## config.mk

```make
export PLATFORM = sky130hd
export DESIGN_NAME = crpm_top
export DESIGN_NICKNAME = d
export VERILOG_FILES = /design/src/logic/crpm_end.sv /design/src/logic/crpm_pkg.sv /design/src/logic/crpm_top.sv
export SDC_FILE = /design/constraint.sdc
export NUM_CORES = 1
export LEC_CHECK = 0
export BUFFER_PORTS_ARGS = -buffer_cell sky130_fd_sc_hd__buf_2
export CORE_MARGIN = 4
export CORE_UTILIZATION = 61
export DETAILED_ROUTE_END_ITERATION = 16
export PLACE_DENSITY = 0.89
export SETUP_SLACK_MARGIN = 0.3
export SLEW_MARGIN = 20
export SYNTH_ARGS = -nofsm -noshare
export SYNTH_HDL_FRONTEND = slang
export SYNTH_SLANG_ARGS = --single-unit
```

## constraint.sdc

```tcl
create_clock -name sys_clk -period 5.19 [get_ports sys_clk]
set_input_delay 1.038 -clock sys_clk [delete_from_list [all_inputs] [get_ports sys_clk]]
set_output_delay 1.038 -clock sys_clk [all_outputs]
set_load 0.005 [all_outputs]
```

## src/logic/crpm_end.sv

```systemverilog
`timescale 1ns/1ps

```

## src/logic/crpm_pkg.sv

```systemverilog
/*
  constants, mode encodings and divider limits for the clock, reset and
  power-mode controller. assumes one 20 MHz system clock; all derived clocks
  are carried as one-cycle enables or registered divided levels.
*/
package crpm_pkg;

  localparam int REF_HZ = 12000000;
  localparam int SLOW_HZ = 32768;
  localparam int HS_MAX_HZ = 24000000;
  localparam int PLL_MULT = 4;
  localparam int HS_PRESC_MIN = (PLL_MULT * REF_HZ) / HS_MAX_HZ;
  localparam int SLOW_DIV_REF_I = REF_HZ / SLOW_HZ;

  localparam int CNT_W = 11;
  localparam int DIV_W = 8;
  localparam int SEL_W = 2;

  localparam logic [CNT_W-1:0] CNT_ONE = 11'h001;
  localparam logic [CNT_W-1:0] CNT_ZERO = 11'h000;
  localparam logic [CNT_W-1:0] SLOW_DIV_REF = CNT_W'(SLOW_DIV_REF_I);
  localparam logic [CNT_W-1:0] SLOW_DIV_PLL = CNT_W'(SLOW_DIV_REF_I * PLL_MULT);
  localparam logic [CNT_W-1:0] PRESC_BASE = CNT_W'(HS_PRESC_MIN);
  localparam logic [2:0] SHIFT_ONE = 3'h1;

  localparam logic [SEL_W-1:0] MREQ_ACTIVE = 2'h0;
  localparam logic [SEL_W-1:0] MREQ_PSAVE = 2'h1;
  localparam logic [SEL_W-1:0] MREQ_IDLE = 2'h2;
  localparam logic [SEL_W-1:0] MREQ_HALT = 2'h3;

  typedef enum logic [3:0] {
    PM_ACTIVE = 4'h1,
    PM_PSAVE = 4'h2,
    PM_IDLE = 4'h4,
    PM_HALT = 4'h8
  } crpm_mode_t;

endpackage

```

## src/logic/crpm_top.sv

```systemverilog
/*
  clock, reset and power-mode controller: derives the high-speed, usb,
  fixed-rate and slow clock enables and the divided auxiliary clock levels, combines reset sources and
  gates clocks per power mode. assumes reference, pll and low-frequency
  crystal edges arrive as one-cycle ticks synchronous to sys_clk.
*/
`timescale 1ns/1ps
module crpm_top
  import crpm_pkg::*;
(
  input wire logic sys_clk,
  input wire logic rst,
  input wire logic ref_tick,
  input wire logic pll_tick,
  input wire logic lf_tick,
  input wire logic lf_xtal_present,
  input wire logic hs_sel_pll,
  input wire logic [SEL_W-1:0] hs_presc_sel,
  input wire logic [DIV_W-1:0] fixed_div,
  input wire logic [DIV_W-1:0] aux1_div,
  input wire logic [DIV_W-1:0] aux2_div,
  input wire logic [SEL_W-1:0] mode_req,
  input wire logic por_req,
  input wire logic ext_rst_n,
  input wire logic [3:0] mod_rst_req,
  output logic core_clk_en,
  output logic periph_clk_en,
  output logic usb_clk_en,
  output logic fixed_clk_en,
  output logic slow_clk_en,
  output logic aux1_clk,
  output logic aux2_clk,
  output logic clk_src_slow,
  output logic dev_rst
);

  function automatic logic [CNT_W-1:0] cnt_step(input logic [CNT_W-1:0] cnt,
                                                input logic [CNT_W-1:0] lim,
                                                input logic tick);
    if (!tick) begin
      return cnt;
    end
    return (cnt >= lim) ? CNT_ZERO : cnt + CNT_ONE;
  endfunction

  function automatic logic cnt_hit(input logic [CNT_W-1:0] cnt,
                                   input logic [CNT_W-1:0] lim,
                                   input logic tick);
    return tick && (cnt >= lim);
  endfunction

  crpm_mode_t mode_reg, mode_next;
  logic [CNT_W-1:0] pll_cnt_reg, pll_cnt_next;
  logic [CNT_W-1:0] slow_cnt_reg, slow_cnt_next;
  logic [CNT_W-1:0] fixed_cnt_reg, fixed_cnt_next;
  logic [CNT_W-1:0] aux1_cnt_reg, aux1_cnt_next;
  logic [CNT_W-1:0] aux2_cnt_reg, aux2_cnt_next;
  logic [CNT_W-1:0] pll_lim, slow_lim, fixed_lim, aux1_lim, aux2_lim;
  logic [2:0] presc_shift;
  logic run, pll_hit, slow_hit, fixed_hit, aux1_hit, aux2_hit;
  logic hs_tick, slow_tick, fixed_tick, sys_tick, target_slow;
  logic src_slow_reg, src_slow_next;
  logic core_en_reg, core_en_next;
  logic periph_en_reg, periph_en_next;
  logic usb_en_reg, usb_en_next;
  logic fixed_en_reg, fixed_en_next;
  logic slow_en_reg, slow_en_next;
  logic aux1_reg, aux1_next;
  logic aux2_reg, aux2_next;
  logic dev_rst_reg, dev_rst_next;

  // dividers and derived ticks; counters freeze in halt so phase is kept
  always_comb begin
    run = (mode_reg != PM_HALT);
    presc_shift = {1'b0, hs_presc_sel} + SHIFT_ONE;
    // smallest pll prescale is 2, so hs never exceeds twice the reference
    pll_lim = (PRESC_BASE << hs_presc_sel) - CNT_ONE;
    pll_hit = cnt_hit(pll_cnt_reg, pll_lim, pll_tick && run);
    pll_cnt_next = cnt_step(pll_cnt_reg, pll_lim, pll_tick && run);
    hs_tick = run && (hs_sel_pll ? pll_hit : ref_tick);
    // slow prescaler divides hs, scaled to the hs rate actually selected
    slow_lim = (hs_sel_pll ? (SLOW_DIV_PLL >> presc_shift) : SLOW_DIV_REF) - CNT_ONE;
    slow_hit = cnt_hit(slow_cnt_reg, slow_lim, hs_tick);
    slow_cnt_next = cnt_step(slow_cnt_reg, slow_lim, hs_tick);
    slow_tick = run && (lf_xtal_present ? lf_tick : slow_hit);
    // fixed-rate prescaler sees only the reference, never the hs selection
    fixed_lim = {3'h0, fixed_div};
    fixed_hit = cnt_hit(fixed_cnt_reg, fixed_lim, ref_tick && run);
    fixed_cnt_next = cnt_step(fixed_cnt_reg, fixed_lim, ref_tick && run);
    fixed_tick = fixed_hit;
    aux1_lim = {3'h0, aux1_div};
    aux2_lim = {3'h0, aux2_div};
    aux1_hit = cnt_hit(aux1_cnt_reg, aux1_lim, hs_tick);
    aux2_hit = cnt_hit(aux2_cnt_reg, aux2_lim, hs_tick);
    aux1_cnt_next = cnt_step(aux1_cnt_reg, aux1_lim, hs_tick);
    aux2_cnt_next = cnt_step(aux2_cnt_reg, aux2_lim, hs_tick);
  end

  always_ff @(posedge sys_clk) begin
    if (rst) begin
      pll_cnt_reg <= CNT_ZERO;
      slow_cnt_reg <= CNT_ZERO;
      fixed_cnt_reg <= CNT_ZERO;
      aux1_cnt_reg <= CNT_ZERO;
      aux2_cnt_reg <= CNT_ZERO;
    end else begin
      pll_cnt_reg <= pll_cnt_next;
      slow_cnt_reg <= slow_cnt_next;
      fixed_cnt_reg <= fixed_cnt_next;
      aux1_cnt_reg <= aux1_cnt_next;
      aux2_cnt_reg <= aux2_cnt_next;
    end
  end

  // mode, clock source and gated enables
  always_comb begin
    unique case (mode_req)
      MREQ_ACTIVE: mode_next = PM_ACTIVE;
      MREQ_PSAVE: mode_next = PM_PSAVE;
      MREQ_IDLE: mode_next = PM_IDLE;
      MREQ_HALT: mode_next = PM_HALT;
    endcase
    target_slow = (mode_reg != PM_ACTIVE);
    sys_tick = src_slow_reg ? slow_tick : hs_tick;
    // source flips only on a tick of the new source; in that cycle sys_tick still
    // follows the old source, so the new source's tick is not passed on
    src_slow_next = src_slow_reg;
    if ((target_slow != src_slow_reg) && (target_slow ? slow_tick : hs_tick)) begin
      src_slow_next = target_slow;
    end
    core_en_next = 1'b0;
    periph_en_next = 1'b0;
    usb_en_next = 1'b0;
    fixed_en_next = 1'b0;
    slow_en_next = 1'b0;
    aux1_next = aux1_reg;
    aux2_next = aux2_reg;
    unique case (mode_reg)
      PM_ACTIVE: begin
        core_en_next = sys_tick;
        periph_en_next = hs_tick && !src_slow_reg;
        usb_en_next = pll_tick;
        fixed_en_next = fixed_tick;
        slow_en_next = slow_tick;
        aux1_next = aux1_reg ^ aux1_hit;
        aux2_next = aux2_reg ^ aux2_hit;
      end
      PM_PSAVE: begin
        core_en_next = src_slow_reg && slow_tick;
        slow_en_next = slow_tick;
      end
      PM_IDLE: begin
        slow_en_next = slow_tick;
      end
      PM_HALT: begin
        slow_en_next = 1'b0;
      end
      default: begin
        slow_en_next = 1'b0;
      end
    endcase
    // reset sources merge here; the controller's own reset holds it too
    dev_rst_next = por_req || !ext_rst_n || (|mod_rst_req);
  end

  always_ff @(posedge sys_clk) begin
    if (rst) begin
      mode_reg <= PM_ACTIVE;
      src_slow_reg <= 1'b0;
      core_en_reg <= 1'b0;
      periph_en_reg <= 1'b0;
      usb_en_reg <= 1'b0;
      fixed_en_reg <= 1'b0;
      slow_en_reg <= 1'b0;
      aux1_reg <= 1'b0;
      aux2_reg <= 1'b0;
      dev_rst_reg <= 1'b1;
    end else begin
      mode_reg <= mode_next;
      src_slow_reg <= src_slow_next;
      core_en_reg <= core_en_next;
      periph_en_reg <= periph_en_next;
      usb_en_reg <= usb_en_next;
      fixed_en_reg <= fixed_en_next;
      slow_en_reg <= slow_en_next;
      aux1_reg <= aux1_next;
      aux2_reg <= aux2_next;
      dev_rst_reg <= dev_rst_next;
    end
  end

  assign core_clk_en = core_en_reg;
  assign periph_clk_en = periph_en_reg;
  assign usb_clk_en = usb_en_reg;
  assign fixed_clk_en = fixed_en_reg;
  assign slow_clk_en = slow_en_reg;
  assign aux1_clk = aux1_reg;
  assign aux2_clk = aux2_reg;
  assign clk_src_slow = src_slow_reg;
  assign dev_rst = dev_rst_reg;
endmodule

```

==> impl_summary.md <==
Global route
The global routing met1 resource utilization is 26.6%. The aggregate global-route resource usage is 22.4%. The wire length of the first global-routing pass is 15100 um. The via count of the first global-routing pass was 3538. Entering global routing, the biggest net connects 24 pins. For met3 alone, demand over resource in global routing was 7.10%.

The total overflow reported by the global router is 0. In the global route stage, met2 resource usage came out at 37.9%. The number of antenna violations at the first check in global routing is 0. After global routing, the most crowded layer is met2.

Yosys
The post-synth net total is 583. The synthesized design contains 68 register bits. The library cell occupying the most area in the post-synthesis netlist is sky130_fd_sc_hd__dfxtp_1.

The average cell area after synthesis is 8.37 um^2. sky130_fd_sc_hd__nor2_1 is the most common cell in the netlist. The portion of synthesized cell area occupied by the leading cell type is 33.1%. Synthesis instantiated 53 different standard cells from the library. Ranked by instance count, the synthesized netlist is headed by sky130_fd_sc_hd__nor2_1, sky130_fd_sc_hd__dfxtp_1, sky130_fd_sc_hd__ha_1.

For this run, the leading register cell type out of synthesis is sky130_fd_sc_hd__dfxtp_1. Synthesis produced a netlist whose cell count is 491. For this run, the number of Yosys warnings is 0.

The cell area after synthesis is 0.00411 mm^2. The part of the Yosys area used for sequential elements is 33.1%. By area the synthesized netlist is led by sky130_fd_sc_hd__dfxtp_1, sky130_fd_sc_hd__ha_1, sky130_fd_sc_hd__nor2_1. Of all flip-flops after synthesis, the portion carrying an async set or reset was 0%. Yosys mapped a number of flops with a built-in enable equal to 0.

Worst setup path
The kind of capture point of the worst setup path is a flop. The category of the most critical setup path is in2reg. The most critical setup path has its startpoint at hs_presc_sel[1]. The startpoint kind of the worst setup timing path is an input pin. The most critical setup path has its endpoint at slow_cnt_reg[0].

The maximum fanout count along the critical path is 11. The data arrival at the endpoint of the critical path is 4030 ps. The required time at the worst-slack endpoint is 5470 ps.

The worst register-to-register path has a depth of 7. The reg2reg setup slack is 2690 ps. The endpoint of the worst-slack reg-to-reg timing path is slow_cnt_reg[9]. The startpoint identified for the worst register-to-register timing path is pll_cnt_reg[3].

Route
The initial DRC count is 195. Once detail routing completed, the nets flagged for antenna violations numbered 0. Dividing the detail-routed via count by the number of cells gives 5.67. The final routed wirelength across all metal layers is 8850 um. Dividing the detail-routed wire length by the instance count gives 14.2 um. The detailed-route DRC error count is 0.

The first TritonRoute pass finished after 4 iterations. The vias after detailed routing is 3524.

Hold path
The worst hold path passes through 2 cells. The worst min-delay path category is reg2reg.

Floorplan
From left edge to right edge, the die measures 90.1 um. Pin placement for this block handled 50 I/O pins. The placeable core region is 0.00646 mm^2. The y dimension of the die is 90.1 um. The initialized floorplan defines 29 standard-cell rows. Once the floorplan was initialized, standard cells occupied 63.6% of the core. The die covers 0.00811 mm^2.

Clock tree
The number of levels in the clock H-tree is 3. Clock-pin slew was measured on the worst setup and hold paths at 80 ps. The maximum clock insertion buffer count is 2. The later pin in the worst-skew pair is clocked with a latency of 350 ps.

The post-CTS setup-driven buffer insertion count is 0. The number of buffers created by CTS is 9. The clock sink total is 68. For this design, the CTS-stage hold fixing added 0 buffers. Once the clock tree was built, the resizer swapped 0 gates to a different size.

The TritonCTS clock tree is done. The root buffer cell chosen for the clock tree is sky130_fd_sc_hd__clkbuf_8.

Timing
Summed over all failing endpoints, the final setup total negative slack is 0 ps. Timing would allow up to 267 MHz. The smallest clock period supported by the final layout is computed as 3740 ps.

The final-report hold violation count is 0. The final critical-path setup slack is 1450 ps. The relative slew slack is 67.5%. The transition time at the pin with the least slew margin is 481 ps.

Across all hold checks on the routed design, the worst slack comes to 476 ps. For the final database, setup skew stands at 7.78 ps. The final-report setup violation count is 0.

Dividing the final minimum period by the clock period gives 72.1%. The final max-slew violation count came to 0. Setup repair after global routing left no endpoint under its margin.

Finish
0 antenna diodes ended up in the layout. Of the cells placed in the final design, the portion with a size suffix greater than 1 is 14.3%. For this run, the post-layout net count is 631. The area growth from synthesis to layout is 11.7%.

Place
Detailed placement finished with a half-perimeter wire length of 6630 um. The placer congestion estimate is 0.861. The worst setup slack before clock tree synthesis is 1150 ps. The port buffer count is 49.

Run
Max-cap violations in this run came to 0.

Power
For this design the static power due to leakage is 2.07 nW. For this design the ratio of total power to cell area is 242 mW/mm^2. The worst supply voltage drop on vdd is 0.170 mV.

Run status
The flow ran to the end, and the final reports show no timing, DRC or antenna violations.
## layer usage
metal / vias up / routed length [um] / part of all wire [%]
met3: 18 / 470 / 5.3
met5: - / 0 / 0
met4: 0 / 193 / 2.2
li1: 1808 / - / -
met1: 1609 / 3890 / 44
met2: 89 / 4290 / 49
## cell type report
cell class	count	area [um^2]
fill	497	1870
timing repair buffer	50	253
tap	77	96.3
clock buffer	9	124
clock inverter	7	75.1
sequential	68	1360
inverter	34	128
multi-input combinational	376	2550
## report_power, final
part / switching (W) / internal [W] / total [W] / leakage [nW]
logic: 0.0000721 / 0.0000535 / 0.000126 / 1.42
registers: 0.0000109 / 0.000531 / 0.000542 / 0.550
clock network: 0.000221 / 0.000224 / 0.000445 / 0.0923
## cell usage in the layout (no fill, tap or decap), types with 2 or more instances in the layout
cell type	synthesis	routed
sky130_fd_sc_hd__inv_6	0	2
sky130_fd_sc_hd__nand3_1	23	23
sky130_fd_sc_hd__xor2_1	19	19
sky130_fd_sc_hd__or3_1	3	3
sky130_fd_sc_hd__buf_2	3	49
sky130_fd_sc_hd__dfxtp_1	68	68
sky130_fd_sc_hd__ha_1	51	51
sky130_fd_sc_hd__and4_1	2	2
sky130_fd_sc_hd__o21ai_0	14	14
sky130_fd_sc_hd__nor2_1	74	74
sky130_fd_sc_hd__and3_1	7	7
sky130_fd_sc_hd__xnor2_1	23	23
sky130_fd_sc_hd__nor3b_1	5	5
sky130_fd_sc_hd__o21ba_2	2	2
sky130_fd_sc_hd__nor3_1	11	11
sky130_fd_sc_hd__inv_1	34	34
sky130_fd_sc_hd__a21oi_1	23	23
sky130_fd_sc_hd__nand4_1	12	12
sky130_fd_sc_hd__o31ai_1	3	3
sky130_fd_sc_hd__or4_1	2	2
sky130_fd_sc_hd__a21o_1	8	8
sky130_fd_sc_hd__clkinvlp_4	0	3
sky130_fd_sc_hd__nand2b_1	8	8
sky130_fd_sc_hd__a211oi_1	3	3
sky130_fd_sc_hd__clkbuf_8	0	9
sky130_fd_sc_hd__nor4_1	5	5
sky130_fd_sc_hd__a31oi_1	5	5
sky130_fd_sc_hd__o41ai_1	2	2
sky130_fd_sc_hd__and2_1	4	4
sky130_fd_sc_hd__nand2_1	41	41
sky130_fd_sc_hd__a31o_2	3	3
## worst max-delay path, stage by stage
cell and delay [ps]:
sky130_fd_sc_hd__buf_2 130, sky130_fd_sc_hd__inv_1 160, sky130_fd_sc_hd__ha_1 290, sky130_fd_sc_hd__nand2_1 130, sky130_fd_sc_hd__inv_1 80, sky130_fd_sc_hd__ha_1 190
sky130_fd_sc_hd__nand3_1 140, sky130_fd_sc_hd__xor2_1 180, sky130_fd_sc_hd__nand2_1 80, sky130_fd_sc_hd__ha_1 290, sky130_fd_sc_hd__a211oi_1 270, sky130_fd_sc_hd__nor2_1 70
sky130_fd_sc_hd__a2111oi_0 260, sky130_fd_sc_hd__o21ai_0 220, sky130_fd_sc_hd__a21o_1 340, sky130_fd_sc_hd__a21oi_1 150
## worst min path at each step
stage / to / slack, ps / startpoint
6_report: pll_cnt_reg[10] / 480 / pll_cnt_reg[10]
5_1_grt: pll_cnt_reg[10] / 490 / pll_cnt_reg[10]
4_1_cts: pll_cnt_reg[10] / 480 / pll_cnt_reg[10]
3_5_place_dp: pll_cnt_reg[10] / 460 / pll_cnt_reg[10]
3_3_place_gp: pll_cnt_reg[10] / 450 / pll_cnt_reg[10]
2_1_floorplan: aux1_cnt_reg[10] / 440 / aux1_cnt_reg[10]
## logic make-up after synthesis
group           Yosys count  synth area share (%)
flops                    68                  33.1
mux                       1                 0.244
buf+inv                  47                  4.75
xor+xnor                 42                  8.96
fa+ha+maj                51                  15.5
simple gates            208                  25.3
compound gates           73                  12.0
other cells               1                0.0913
## stage by stage
| step | std cells | instance area [um^2] | power, W | util, % |
|---|---|---|---|---|
| floorplan | 491 | 4110 | 0.000638 | - |
| global placement | 605 | 4390 | 0.000670 | 68.0 |
| detailed placement | 605 | 4390 | 0.000678 | 68.0 |
| CTS | 621 | 4590 | 0.00112 | 71.0 |
| global route | 621 | 4590 | 0.00116 | 71.0 |
| finish | 621 | 4590 | 0.00111 | 71.0 |
Power figures use the tool's default switching activity.
